File: src/hw/asfi_regs.vh
// Constants for the accumulator-store, flag and interrupt command block.
// Assumes a 32-bit APB register port and nine-byte command frames.
`ifndef ASFI_REGS_VH
`define ASFI_REGS_VH
`define ASFI_OP_AXSTORE  8'h22
`define ASFI_OP_GLSTORE  8'h23
`define ASFI_OP_CLE      8'h24
`define ASFI_OP_IRQON    8'h19
`define ASFI_OP_IRQOFF   8'h1A
`define ASFI_OP_SETVEC   8'h25
`define ASFI_OP_IRQRET   8'h26
`define ASFI_IRQ_GLOBAL  8'hFF
`define ASFI_BANK_USER   8'h02
`define ASFI_CLE_ALL     8'h00
`define ASFI_CLE_LAST    8'h05
`define ASFI_ST_OK       8'h64
`define ASFI_ST_CSUM     8'h01
`define ASFI_ST_BADCMD   8'h02
`define ASFI_FRAME_LAST  4'h8
`define ASFI_NFLAGS      5
`define ASFI_NIRQ        16
`define ASFI_IRQ_W       4
`define ASFI_PC_W        24
`define ASFI_A_CMD       8'h00
`define ASFI_A_REPLY     8'h04
`define ASFI_A_EVT       8'h08
`define ASFI_A_MASK      8'h0C
`define ASFI_A_STATE     8'h10
`define ASFI_A_IRQEN     8'h14
`define ASFI_EVT_DONE    0
`define ASFI_EVT_CSUM    1
`define ASFI_EVT_W       2
`define ASFI_ZERO32      32'h0000_0000
`endif

File: src/hw/asfi_cmd_exec.v
// Command execution for accumulator stores, error-flag clears and interrupt control.
// Assumes one clock, APB register access, and program-side inputs on the same clock.
// Contract
// - Opcode 34 stores accumulator to axis parameter.
// - Opcode 35 stores accumulator to global parameter.
// - Bank 2 of opcode 35 targets user variable.
// - Opcode 36 clears error flags by type.
// - Selector 0 all, 1 to 5 single flags.
// - Opcode 25 sets one interrupt enable.
// - Interrupt 255 on opcode 25 enables globally.
// - Opcode 26 clears one interrupt enable.
// - Interrupt 255 on opcode 26 disables globally.
// - Vector command stores handler entry address.
// - Later vector command overwrites earlier entry.
// - Interrupt return restores accumulator, X, flags, PC.
//
// The address map and register access over APB were chosen for this implementation.
`timescale 1ns/1ps
`include "asfi_regs.vh"
`default_nettype none
module asfi_cmd_exec (
  // Clock and reset.
  input  wire        sys_clk,
  input  wire        rst_b,
  // APB slave.
  input  wire        psel,
  input  wire        penable,
  input  wire        pwrite,
  input  wire [7:0]  paddr,
  input  wire [31:0] pwdata,
  output reg  [31:0] prdata,
  output reg         pready,
  output reg         pslverr,
  // Instruction from the stored-program sequencer.
  input  wire        progValid,
  input  wire [7:0]  progOp,
  input  wire [7:0]  progType,
  input  wire [7:0]  progBank,
  input  wire [31:0] progValue,
  // Live processor state.
  input  wire [31:0] curAcc,
  input  wire [31:0] curX,
  input  wire [7:0]  curFlags,
  input  wire [23:0] curPc,
  // Interrupt entry from the sequencer and vector lookup.
  input  wire        irqEntry,
  input  wire [3:0]  vecIdx,
  output reg  [23:0] vecAddr,
  // Error flag sources.
  input  wire [4:0]  errSet,
  output reg  [4:0]  errFlags,
  // Parameter write strobes.
  output reg         axisParamWr,
  output reg         globalParamWr,
  output reg         userVarWr,
  output reg  [7:0]  paramNum,
  output reg  [7:0]  paramBank,
  output reg  [31:0] paramData,
  // Interrupt enables and context restore.
  output reg  [15:0] irqEnable,
  output reg         irqGlobalEn,
  output reg         ctxRestore,
  output reg  [31:0] rstAcc,
  output reg  [31:0] rstX,
  output reg  [7:0]  rstFlags,
  output reg  [23:0] rstPc,
  // Interrupt to the host CPU.
  output reg         irqOut
);

  // Error-clear selector to flag mask; out-of-range selectors clear nothing.
  function [4:0] cleMask;
    input [7:0] sel;
    begin
      if (sel == `ASFI_CLE_ALL) begin
        cleMask = 5'h1F;
      end else if (sel <= `ASFI_CLE_LAST) begin
        cleMask = 5'h01 << (sel - 8'h01);
      end else begin
        cleMask = 5'h00;
      end
    end
  endfunction

  // True for every opcode this block executes.
  function known;
    input [7:0] op;
    begin
      known = (op == `ASFI_OP_AXSTORE) || (op == `ASFI_OP_GLSTORE) || (op == `ASFI_OP_CLE) ||
              (op == `ASFI_OP_IRQON) || (op == `ASFI_OP_IRQOFF) || (op == `ASFI_OP_SETVEC) ||
              (op == `ASFI_OP_IRQRET);
    end
  endfunction

  // Frame buffer, reply state, vector table and saved context live in flip-flops.
  reg  [7:0]  frame_reg [0:8];
  reg  [3:0]  byteCnt_reg;
  reg  [7:0]  sum_reg;
  reg         dirPend_reg;
  reg  [7:0]  replyStat_reg;
  reg  [7:0]  replyOp_reg;
  reg  [`ASFI_EVT_W-1:0] evt_reg;
  reg  [`ASFI_EVT_W-1:0] mask_reg;
  reg  [23:0] vec_reg [0:15];
  reg  [31:0] svAcc_reg;
  reg  [31:0] svX_reg;
  reg  [7:0]  svFlags_reg;
  reg  [23:0] svPc_reg;
  // Decoded bus strobes and the instruction chosen for the executor.
  wire        apbWr;
  wire        apbRd;
  wire        byteWr;
  wire        frameEnd;
  wire        csumOk;
  wire        useProg;
  wire        execGo;
  wire [7:0]  exOp;
  wire [7:0]  exType;
  wire [7:0]  exBank;
  wire [31:0] exValue;
  reg  [`ASFI_EVT_W-1:0] evtSet;
  integer     i;

  // Accesses take effect in their first access cycle; the registered pready adds one wait state.
  assign apbWr    = psel && penable && !pready && pwrite;
  assign apbRd    = psel && penable && !pready && !pwrite;
  assign byteWr   = apbWr && (paddr == `ASFI_A_CMD);
  assign frameEnd = byteWr && (byteCnt_reg == `ASFI_FRAME_LAST);
  assign csumOk   = (sum_reg == pwdata[7:0]);

  // Program instructions win the executor; a direct command waits while progValid is high.
  assign useProg  = progValid;
  assign execGo   = progValid || dirPend_reg;
  assign exOp     = useProg ? progOp    : frame_reg[1];
  assign exType   = useProg ? progType  : frame_reg[2];
  assign exBank   = useProg ? progBank  : frame_reg[3];
  assign exValue  = useProg ? progValue : {frame_reg[4], frame_reg[5], frame_reg[6], frame_reg[7]};

  // Events raised this cycle.
  always @* begin
    evtSet = {`ASFI_EVT_W{1'b0}};
    evtSet[`ASFI_EVT_DONE] = dirPend_reg && !useProg;
    evtSet[`ASFI_EVT_CSUM] = frameEnd && !csumOk;
  end

  // APB handshake and read mux; a read of the event register clears it below.
  // Unmapped reads and writes to read-only words answer with an error and no effect.
  always @(posedge sys_clk) begin
    if (!rst_b) begin
      pready  <= 1'b0;
      pslverr <= 1'b0;
      prdata  <= `ASFI_ZERO32;
    end else begin
      pready  <= psel && penable && !pready;
      pslverr <= 1'b0;
      prdata  <= `ASFI_ZERO32;
      if (apbRd) begin
        case (paddr)
          `ASFI_A_CMD:   prdata <= {28'h000_0000, byteCnt_reg};
          `ASFI_A_REPLY: prdata <= {16'h0000, replyOp_reg, replyStat_reg};
          `ASFI_A_EVT:   prdata <= {30'h0000_0000, evt_reg};
          `ASFI_A_MASK:  prdata <= {30'h0000_0000, mask_reg};
          `ASFI_A_STATE: prdata <= {23'h00_0000, dirPend_reg, 2'b00, irqGlobalEn, errFlags};
          `ASFI_A_IRQEN: prdata <= {16'h0000, irqEnable};
          default:       pslverr <= 1'b1;
        endcase
      end else if (apbWr) begin
        pslverr <= !((paddr == `ASFI_A_CMD) || (paddr == `ASFI_A_MASK));
      end
    end
  end

  // Frame assembly: bytes arrive low to high, checksum is the ninth byte.
  // The counter restarts on the ninth byte whether or not the sum matches.
  always @(posedge sys_clk) begin
    if (!rst_b) begin
      byteCnt_reg <= 4'h0;
      sum_reg     <= 8'h00;
      for (i = 0; i < 9; i = i + 1) begin
        frame_reg[i] <= 8'h00;
      end
    end else if (byteWr) begin
      frame_reg[byteCnt_reg] <= pwdata[7:0];
      if (frameEnd) begin
        byteCnt_reg <= 4'h0;
        sum_reg     <= 8'h00;
      end else begin
        byteCnt_reg <= byteCnt_reg + 4'h1;
        sum_reg     <= sum_reg + pwdata[7:0];
      end
    end
  end

  // Direct command pending flag and the reply it produces.
  // A bad checksum never executes; it only updates the reply and the event.
  always @(posedge sys_clk) begin
    if (!rst_b) begin
      dirPend_reg   <= 1'b0;
      replyStat_reg <= 8'h00;
      replyOp_reg   <= 8'h00;
    end else begin
      if (dirPend_reg && !useProg) begin
        dirPend_reg   <= 1'b0;
        replyOp_reg   <= frame_reg[1];
        replyStat_reg <= known(frame_reg[1]) ? `ASFI_ST_OK : `ASFI_ST_BADCMD;
      end
      if (frameEnd && csumOk) begin
        dirPend_reg <= 1'b1;
      end else if (frameEnd) begin
        replyOp_reg   <= frame_reg[1];
        replyStat_reg <= `ASFI_ST_CSUM;
      end
    end
  end

  // Parameter stores driven by the executor.
  // The data word samples the accumulator at every edge, so it carries the
  // execute-edge value only in the strobe cycle and follows later changes.
  always @(posedge sys_clk) begin
    if (!rst_b) begin
      axisParamWr   <= 1'b0;
      globalParamWr <= 1'b0;
      userVarWr     <= 1'b0;
      paramNum      <= 8'h00;
      paramBank     <= 8'h00;
      paramData     <= `ASFI_ZERO32;
    end else begin
      axisParamWr   <= execGo && (exOp == `ASFI_OP_AXSTORE);
      globalParamWr <= execGo && (exOp == `ASFI_OP_GLSTORE) && (exBank != `ASFI_BANK_USER);
      userVarWr     <= execGo && (exOp == `ASFI_OP_GLSTORE) && (exBank == `ASFI_BANK_USER);
      paramNum      <= exType;
      paramBank     <= exBank;
      paramData     <= curAcc;
    end
  end

  // Error flags: a source setting a flag wins over a clear in the same cycle.
  always @(posedge sys_clk) begin
    if (!rst_b) begin
      errFlags <= 5'h00;
    end else if (execGo && (exOp == `ASFI_OP_CLE)) begin
      errFlags <= (errFlags & ~cleMask(exType)) | errSet;
    end else begin
      errFlags <= errFlags | errSet;
    end
  end

  // Interrupt enables; numbers beyond the source list are ignored.
  // Numbers 16 to 254 therefore change nothing, which keeps unknown sources off.
  always @(posedge sys_clk) begin
    if (!rst_b) begin
      irqEnable   <= 16'h0000;
      irqGlobalEn <= 1'b0;
    end else if (execGo && (exOp == `ASFI_OP_IRQON)) begin
      if (exType == `ASFI_IRQ_GLOBAL) begin
        irqGlobalEn <= 1'b1;
      end else if (exType < `ASFI_NIRQ) begin
        irqEnable[exType[3:0]] <= 1'b1;
      end
    end else if (execGo && (exOp == `ASFI_OP_IRQOFF)) begin
      if (exType == `ASFI_IRQ_GLOBAL) begin
        irqGlobalEn <= 1'b0;
      end else if (exType < `ASFI_NIRQ) begin
        irqEnable[exType[3:0]] <= 1'b0;
      end
    end
  end

  // Vector table: each entry simply takes the newest label written to it.
  genvar g;
  generate
    for (g = 0; g < `ASFI_NIRQ; g = g + 1) begin : gVec
      always @(posedge sys_clk) begin
        if (!rst_b) begin
          vec_reg[g] <= 24'h00_0000;
        end else if (execGo && (exOp == `ASFI_OP_SETVEC) && (exType == g)) begin
          vec_reg[g] <= exValue[23:0];
        end
      end
    end
  endgenerate

  // Registered vector lookup for the sequencer's interrupt dispatch.
  // The lookup costs one cycle; the sequencer must wait for it before jumping.
  always @(posedge sys_clk) begin
    if (!rst_b) begin
      vecAddr <= 24'h00_0000;
    end else begin
      vecAddr <= vec_reg[vecIdx];
    end
  end

  // Context save on entry, restore on return; handlers must end in a return.
  // A return without a prior entry hands back the reset context.
  always @(posedge sys_clk) begin
    if (!rst_b) begin
      svAcc_reg   <= `ASFI_ZERO32;
      svX_reg     <= `ASFI_ZERO32;
      svFlags_reg <= 8'h00;
      svPc_reg    <= 24'h00_0000;
      ctxRestore  <= 1'b0;
      rstAcc      <= `ASFI_ZERO32;
      rstX        <= `ASFI_ZERO32;
      rstFlags    <= 8'h00;
      rstPc       <= 24'h00_0000;
    end else begin
      if (irqEntry) begin
        svAcc_reg   <= curAcc;
        svX_reg     <= curX;
        svFlags_reg <= curFlags;
        svPc_reg    <= curPc;
      end
      ctxRestore <= execGo && (exOp == `ASFI_OP_IRQRET);
      rstAcc     <= svAcc_reg;
      rstX       <= svX_reg;
      rstFlags   <= svFlags_reg;
      rstPc      <= svPc_reg;
    end
  end

  // Sticky events cleared by reading them; a new event beats the clear.
  // The interrupt line lags the event register by one cycle to stay registered.
  always @(posedge sys_clk) begin
    if (!rst_b) begin
      evt_reg  <= {`ASFI_EVT_W{1'b0}};
      mask_reg <= {`ASFI_EVT_W{1'b0}};
      irqOut   <= 1'b0;
    end else begin
      if (apbRd && (paddr == `ASFI_A_EVT)) begin
        evt_reg <= evtSet;
      end else begin
        evt_reg <= evt_reg | evtSet;
      end
      if (apbWr && (paddr == `ASFI_A_MASK)) begin
        mask_reg <= pwdata[`ASFI_EVT_W-1:0];
      end
      irqOut <= |(evt_reg & mask_reg);
    end
  end

endmodule
`default_nettype wire

File: config.mk
export PLATFORM = sky130hd
export DESIGN_NAME = asfi_cmd_exec
export DESIGN_NICKNAME = d
export VERILOG_FILES = /design/src/hw/asfi_cmd_exec.v
export VERILOG_INCLUDE_DIRS = /design/src /design/src/hw
export SDC_FILE = /design/constraint.sdc
export NUM_CORES = 1
export LEC_CHECK = 0
export ABC_CLOCK_PERIOD_IN_PS = 5850
export BUFFER_PORTS_ARGS = -buffer_cell sky130_fd_sc_hd__buf_2
export CAP_MARGIN = 30
export CORE_AREA = 2 2 367 296
export CTS_BUF_LIST = sky130_fd_sc_hd__clkbuf_8
export DETAILED_ROUTE_END_ITERATION = 7
export DIE_AREA = 0 0 369 298
export GPL_TIMING_DRIVEN = 0
export REMOVE_ABC_BUFFERS = 1
export SLEW_MARGIN = 20
export SYNTH_ARGS = -nofsm -noshare
export SYNTH_HDL_FRONTEND = slang
export SYNTH_SLANG_ARGS = --single-unit
File: constraint.sdc
create_clock -name sys_clk -period 5.85 [get_ports sys_clk]
set_clock_uncertainty 0.1 [all_clocks]
set_input_delay 0.8775 -clock sys_clk [delete_from_list [all_inputs] [get_ports sys_clk]]
set_output_delay 0.8775 -clock sys_clk [all_outputs]
set_load 0.03 [all_outputs]
# Yosys cells after proc, flatten, opt, wreduce, memory -nomap -nowiden
# Memories as Yosys holds them, arrays and structs flattened. A register that Yosys moved wholly into a read port is not among the register bits.
# Index checks and enable logic that the tools add are counted.
dict set report classes {
  addsub 3
  n_lt_le_gt_ge 4
  eq_ne 39
  n_shift 1
  n_mux 108
  bitwise 26
  reduce_logical 61
}
# op n
set ops {}
lappend ops {{two-way mux 24 bit} 17}
lappend ops {{two-way mux 16 bit} 6}
lappend ops {{one-hot mux 16 bit (6 select lines)} 1}
lappend ops {{two-way mux 8 bit} 11}
lappend ops {{== test 8 x 4 -> 1 bit (second input constant)} 10}
lappend ops {{== test 8 x 6 -> 1 bit (second input constant)} 10}
lappend ops {{two-way mux 1 bit} 63}
lappend ops {{== test 8 x 5 -> 1 bit (second input constant)} 6}
lappend ops {{== test 8 x 3 -> 1 bit (second input constant)} 5}
lappend ops {{logical AND 1 bit} 37}
lappend ops {{two-way mux 5 bit} 5}
lappend ops {{== test 8 x 2 -> 1 bit (second input constant)} 3}
lappend ops {{AND 16 bit} 1}
lappend ops {{zero test 8 bit} 2}
lappend ops {{NOT 16 bit} 1}
lappend ops {{bitwise OR 1 bit} 16}
lappend ops {{bitwise OR 16 bit} 1}
lappend ops {{bitwise OR 5 bit} 2}
lappend ops {{adder 8 bit} 1}
lappend ops {{== test 8 x 1 -> 1 bit (second input constant)} 1}
lappend ops {{== test 8 bit} 1}
lappend ops {{== test 8 bit (second input constant)} 1}
lappend ops {{less-or-equal comparator 8 x 3 -> 1 bit (second input constant)} 1}
lappend ops {{logical OR 1 bit} 8}
lappend ops {{24 further kinds} 32}
dict set report totals {
  regBits 334
  ram_bits 456
  input_bits 208
  output_inout_bits 229
  elab_cells 273
  mem_count 2
}
# memory depth width read_ports rd_clocked_by_memory_dff write_ports line
set memory_table {}
lappend memory_table {vec_reg 16 24 1 1 16 asfi_cmd_exec.v:104} ;# reg [23:0] vec_reg [0:15];
lappend memory_table {frame_reg 9 8 6 0 9 asfi_cmd_exec.v:96} ;# reg [7:0] frame_reg [0:8];

# Longest topological paths before layout
# Gate-level depths: netlist of run 1.
# An unclocked memory read counts as a cell.
dict set report depth {
  word_depth 12
  ltp_mapped 11
  depth_no_buf 8
}

# Worst setup path after synthesis of run 1
# Ideal clock, no wire load.
dict set report synth_path {
  path_kind {input-to-reg}
  start {input progValid}
  end {memory vec_reg[0][0] (enable)}
  setup_time_ps 381
  t_arrival_ps 3186
  t_required_ps 5369
  slack_ps 2183
  path_stages 8
  path_buffers 4
  cell_sequence {buf_4 > clkbuf_1 > buf_1 > mux2i_1 > ha_1 > clkbuf_1 > nand2_1 > nand2_1}
}
# element line
set synth_lines {}
lappend synth_lines {{start, declared} asfi_cmd_exec.v:35} ;# input wire progValid,
lappend synth_lines {{end, declared} asfi_cmd_exec.v:104}

==> flow_metrics.tcl, run 1 <==
set metrics [dict create \
    status "completed" \
    grt_pass1_wl_microns 129000 \
    io_buffers 388 \
    reg2reg_depth 5 \
    n_fill_cell 10400 \
    ant_nets 0 \
    ys_seq_area_share_pct 64.8 \
    synth_commonest_cells "nor2_1, edfxtp_1, dfxtp_1, and2_1, mux2i_1" \
    grt_pass1_vias 20100 \
    synth_flop_cell "edfxtp_1" \
    largest_reg_flops 384 \
    dpl_cell_area_sq_mm 0.0350 \
    routed_wl_microns 87600 \
    cts_resized 0 \
    grt.overflow.total 0 \
    cts_tree "built" \
    drc 0 \
    clock_latency_ps 830 \
    avgViaCountPerCell 4.65 \
    hp-class "in -> reg" \
    syn-mean-instance-area_sq_um 13.1 \
    irDropWorstVdd_mv 0.255 \
    synth_area_sq_mm 0.0306 \
    antenna_found_initial 10 \
    nets 2965 \
    die_width_microns 369 \
    globalRouteMet2Util_pct 24.7 \
    final.setup.tns_ps 0 \
    postCtsSetupBuffers 0 \
    syn2layout_area_growth_pct 23.0 \
    max_freq_mhz 278 \
    worstPathRequired_ps 6430 \
    yosysWarnings 0 \
    async_flop_share_pct 0 \
    core-area_sq_mm 0.106 \
    fin_cells 4264 \
    power_density_mw_per_mm2 315 \
    synth_top_area_share_pct 42.4 \
    final.period_utilization_pct 61.5 \
    hpwlAfterDp_microns 59700 \
    synth_cells 2335 \
    top_level_ports 437 \
    cp_max_fo 44 \
    gp_congestion 0.785 \
    drt_iter0_markers 1800 \
    final_core_util_pct 35.5 \
    end_kind "flip-flop" \
    cts_hold_buf 0 \
    drt_pre_antenna_iters 8 \
    dieArea_sq_mm 0.110 \
    wl_per_cell_microns 20.5 \
    hold-worst-slack_ps 170 \
    synthMostInstantiatedCell "nor2_1" \
    rows 107 \
    cts_buffer_depth 3 \
    cts_buffers 134 \
    critPathArrivalTime_ps 4170 \
    stdcell_area_sq_mm 0.0376 \
    crit_type "in -> reg" \
    period_minus_slack_ps 3600 \
    placedCellCount 4020 \
    grt_use_total_pct 15.9 \
    grt_busiest_layer "met2" \
    startpoint_type "primary input" \
    cts-root-buf "clkbuf_8" \
    drive_above_1_share_pct 28.6 \
    yosysTopAreaCell "edfxtp_1" \
    holdPathStages 2 \
    p_leak_nw 15.2 \
    grt_setup_unrepaired "false" \
    initial_core_util_pct 28.8 \
    ys_ff_latch 774 \
    use_met3_pct 4.89 \
    tightestPinTransition_ps 913 \
    hold_viol 0 \
    via_count 19800 \
    slew_headroom_pct 38.0 \
    die_height_microns 298 \
    cts.sinks 774 \
    dp_worst_setup_slack_ps 1440 \
    yosys-top-cells-area "edfxtp_1, dfxtp_1, mux4_2" \
    grt_max_degree 131 \
    grt_util_met1_pct 21.2 \
    fin_ws_ps 2250 \
    maxCapViolations 0 \
    path_clk_slew_ps 60 \
    drv_slew 0 \
    synth.distinct_cells 67 \
    finalSetupViolations 0 \
    htreeDepth 4 \
    synth_edf_count 432 \
    finalPower_mw 11.9 \
]
==> critical path: stages <==
cell	delay [ps]
buf_6	240
buf_16	340
mux2i_1	560
nand2_1	400
nor4_4	710
nand3_2	540
buf_16	360
nor2_1	100
==> kinds of logic (layout without fill, tap and decap cells) <==
group	count (synthesis)	in the layout	share of synthesized area (%)
other cells	1	18	0.0123
flops	774	774	64.8
fa+ha+maj	17	17	0.720
xor+xnor	8	8	0.229
simple gates	948	948	14.7
buf+inv	194	689	2.71
compound gates	108	108	2.42
mux	285	285	14.4
==> report_power, final <==
group / switching (mW) / internal, mW
Combinational: 0.614 / 0.358
Clock: 2.31 / 2.58
Sequential: 0.0666 / 5.93
Total: 2.99 / 8.87
==> worst paths after layout <==
| check | from | endpoint | slack, ps |
|---|---|---|---|
| setup reg to reg | pready | frame_reg[7][4] | 2300 |
| hold reg to reg | svPc_reg[2] | rstPc[2] | 350 |
| setup / recovery | progValid | vec_reg[8][13] | 2250 |
| hold / removal | curAcc[29] | paramData[29] | 170 |
==> area by class of cell <==
type	instances	area (sq um)	share of cell area (%)
Antenna cell	2	5.00	0.0133
Clock buffer	149	2050	5.45
Sequential cell	774	19800	52.7
Tap cell	1417	1770	4.71
Timing Repair Buffer	434	3110	8.27
Inverter	14	57.6	0.153
Multi-Input combinational cell	1382	10200	27.2
Clock inverter	92	582	1.55
==> routing by layer <==
layer	share of wire, %	up-vias
met5	0.053	-
met4	2.2	6
met3	8.9	154
met2	46	762
met1	43	9818
li1	-	9090
==> layout by cell type (no fill, tap or decap), types with 57 or more instances in the layout <==
master    Yosys  final
inv_1        13     57
edfxtp_1    432    432
mux2i_1     155    131
nor2_1      531    531
buf_2        28    387
mux4_2      122    122
dfxtp_1     342    342
and2_1      201    201
nand2_1      74     58
clkbuf_8      0    149
(Power assumes the default switching activity.)
==> run 2, diff against run 1 <==
- ABC_AREA: unset -> 1
- ABC_CLOCK_PERIOD_IN_PS: 5850 -> 3670
- CORE_AREA: 2 2 367 296 -> 2 2 372 301
- DIE_AREA: 0 0 369 298 -> 0 0 374 303
- clock period: 5.85 -> 3.67 ns (I/O delays scaled with it)
==> run 2 against run 1 <==
  * Critical path depth up 5
  * Utilization up 0.58 points
  * Critical endpoint is now frame_reg[6][7]
  * Count of clock-buffer cells in the layout down 1
  * Sequential cell count unchanged
  * Non-clock buffer count up 138
  * Global-route usage up 0.59 points
  * Die area up 3.1%
  * Register-to-register slack worse by 1600 ps
==> flow_metrics.tcl, run 2 <==
set metrics [dict create \
    status "completed" \
    yosys-top-cells-area "edfxtp_1, dfxtp_1, nor2_1" \
    finalSetupViolations 0 \
    r2r_setup_slack_ps 660 \
    path_clk_slew_ps 60 \
    synth_edf_count 432 \
    syn2layout_area_growth_pct 25.1 \
    cts_buffer_depth 3 \
    period_minus_slack_ps 3450 \
    cts-root-buf "clkbuf_8" \
    wl_per_cell_microns 18.2 \
    fin_cells 5268 \
    via_count 24700 \
    final_cell_mix "nor2_1, edfxtp_1, buf_2, nand2_1, dfxtp_1" \
    routed_wl_microns 95700 \
    critPathMaxStageDelay_ps 550 \
    ant_nets 0 \
    die_height_microns 303 \
    die_width_microns 374 \
    cts_buffers 133 \
    grt_setup_unrepaired "false" \
    initial_core_util_pct 28.8 \
    top_level_ports 437 \
    grt_pass1_vias 23700 \
    end_kind "flip-flop" \
    tightestPinTransition_ps 940 \
    antenna_found_initial 3 \
    avgViaCountPerCell 4.68 \
    clock_latency_ps 830 \
    grt_use_total_pct 16.4 \
    core-area_sq_mm 0.110 \
    p_sw_share_pct 26.7 \
    dpl_cell_area_sq_mm 0.0355 \
    async_flop_share_pct 0 \
    maxCapViolations 0 \
    met1_length_microns 41700 \
    grt_pass1_wl_microns 142000 \
    crit_family "simple AND/OR/NAND/NOR gates" \
    nets 3941 \
    gp_congestion 0.849 \
    crit_chain "dlygate4sd3_1, buf_2, nand2_1, dlygate4sd3_1, nor2_1, inv_1, nor2_1, inv_1, nor2_2, inv_2, nor2_1, nand3_1, nand2_1" \
    syn-mean-instance-area_sq_um 9.80 \
    yosysTopAreaCell "edfxtp_1" \
    dieArea_sq_mm 0.113 \
    synth_cells 3221 \
    cts.sinks 774 \
    cp_max_fo 13 \
    n_fill_cell 10900 \
    clkPwrFrac_pct 40.1 \
    rr_endpoint "vec_reg[9][4]" \
    hold_viol 0 \
    pwr-share-comb_pct 9.5 \
    synth_area_sq_mm 0.0316 \
    synth.distinct_cells 53 \
    multi_input_area_sq_mm 0.00995 \
    critPathArrivalTime_ps 3830 \
    ys_seq_area_share_pct 62.8 \
    startpoint_type "primary input" \
    power_density_mw_per_mm2 481 \
    max_freq_mhz 290 \
    wl_met2_microns 43000 \
    final.period_utilization_pct 94.1 \
    grt_max_degree 135 \
    largest_reg_flops 384 \
    holdPathStages 4 \
    drt_pre_antenna_iters 5 \
    hpwlAfterDp_microns 60300 \
    worstPathBufferInverterCount 6 \
    dr_wl_met3_microns 8390 \
    pwr-share-seq_pct 50.4 \
    synth_top_area_share_pct 41.1 \
    irDropWorstVdd_mv 0.378 \
    synthMostInstantiatedCell "nor2_1" \
    hold_end "sum_reg[0]" \
    worstPathRequired_ps 4040 \
    postCtsSetupBuffers 0 \
    intPower_mw 13.9 \
    highest_layer "met5" \
    yosysWarnings 0 \
    cts_tree "built" \
    crit_type "in -> reg" \
    synth_flop_cell "edfxtp_1" \
    grt.overflow.total 0 \
    drt_iter0_markers 2242 \
    ys_ff_latch 774 \
    drive_above_1_share_pct 22.2 \
    p_leak_nw 16.6 \
    switchingPower_mw 5.06 \
    drv_slew 0 \
    io_buffers 388 \
    register_area_sq_mm 0.0198 \
    slew_headroom_pct 37.1 \
    r2r-start "frame_reg[1][5]" \
    drc 0 \
    min-delay-start "pwdata[0]" \
    hp-class "in -> reg" \
    htreeDepth 4 \
    stdcell_area_sq_mm 0.0395 \
    synth_commonest_cells "nor2_1, edfxtp_1, nand2_1, dfxtp_1, o21ai_0" \
    cp_common_cell "nor2_1" \
    rows 109 \
    placedCellCount 4882 \
    layout_commonest_cell "nor2_1" \
    reg2reg_depth 10 \
    cp_slowest_cell "dlygate4sd3_1" \
]
==> run 2: through the flow <==
| stage | setup TNS [ps] | hold slack [ps] | worst slack (ps) | utilization [%] | total power, mW |
|---|---|---|---|---|---|
| 2_1_floorplan | -13800 | 303 | -203 | - | 10.6 |
| 3_3_place_gp | -3810000 | 309 | -6660 | 31.2 | 11.3 |
| 3_5_place_dp | -12540 | 310 | -166 | 32.4 | 11.4 |
| 4_1_cts | 0 | 4.93 | 344 | 36.0 | 19.2 |
| 5_1_grt | 0 | 83.7 | 48.4 | 36.1 | 19.7 |
| 6_report | 0 | 91.3 | 217 | 36.1 | 19.0 |
==> run 2: repair_timing <==
item                                    CTS  global route
resized for setup                         0             2
endpoints found under the setup margin    0            16
hold buffers                            140             0
endpoints found under the hold margin   187             0
==> run 2: area by class of cell <==
type | count | share of cell area, %
Tap cell | 1443 | 4.57
Antenna cell | 3 | 0.0190
Multi-Input combinational cell | 1971 | 25.2
Timing Repair Buffer | 572 | 11.0
Clock buffer | 148 | 5.16
Clock inverter | 93 | 1.28
Inverter | 264 | 2.58
Sequential cell | 774 | 50.2
==> run 2: worst max-delay path by stage <==
stage / cells after the start / endpoint / slack (ps) / startpoint
floorplan: 5 / vecAddr[11] / -200 / vecIdx[0]
global placement: 2 / vec_reg[15][7] / -6660 / rst_b
detailed placement: 11 / vec_reg[10][22] / -170 / progValid
CTS: 13 / frame_reg[5][6] / 340 / penable
global route: 13 / frame_reg[6][4] / 50 / penable
finish: 13 / frame_reg[6][7] / 220 / penable
==> run 2: cells by family (layout without fill, tap and decap cells) <==
kind of cell / Yosys count / count (layout) / share of synthesized area [%]
simple gates: 1347 / 1347 / 18.3
flops: 774 / 774 / 62.8
xor+xnor: 3 / 3 / 0.0832
fa+ha+maj: 17 / 17 / 0.698
compound gates: 559 / 559 / 10.4
buf+inv: 491 / 1077 / 6.87
mux: 29 / 29 / 0.920
other cells: 1 / 19 / 0.0119
==> run 2: per-layer routing <==
metal | up-vias | track usage, %
met5 | - | 0
met4 | 4 | 6.17
met3 | 173 | 4.52
met2 | 979 | 25.6
met1 | 11800 | 21.8
li1 | 11700 | -
==> run 2: worst reg2reg max path: stages, from the launching register on <==
cell      delay [ps]
edfxtp_1         430
inv_2             60
nand2_1           70
o21ai_1          120
nor2_2           160
nand3_2          150
nor2_4           200
nand2_4          140
inv_4            360
nand2_1          120
nand2_2          710
==> run 2: power groups by stage <==
stage / clock network [mW] / logic, mW / registers (mW)
floorplan: 0 / 0.664 / 9.93
global placement: 0 / 1.56 / 9.75
detailed placement: 0 / 1.68 / 9.75
CTS: 7.81 / 1.80 / 9.57
global route: 8.17 / 1.95 / 9.59
finish: 7.61 / 1.81 / 9.57
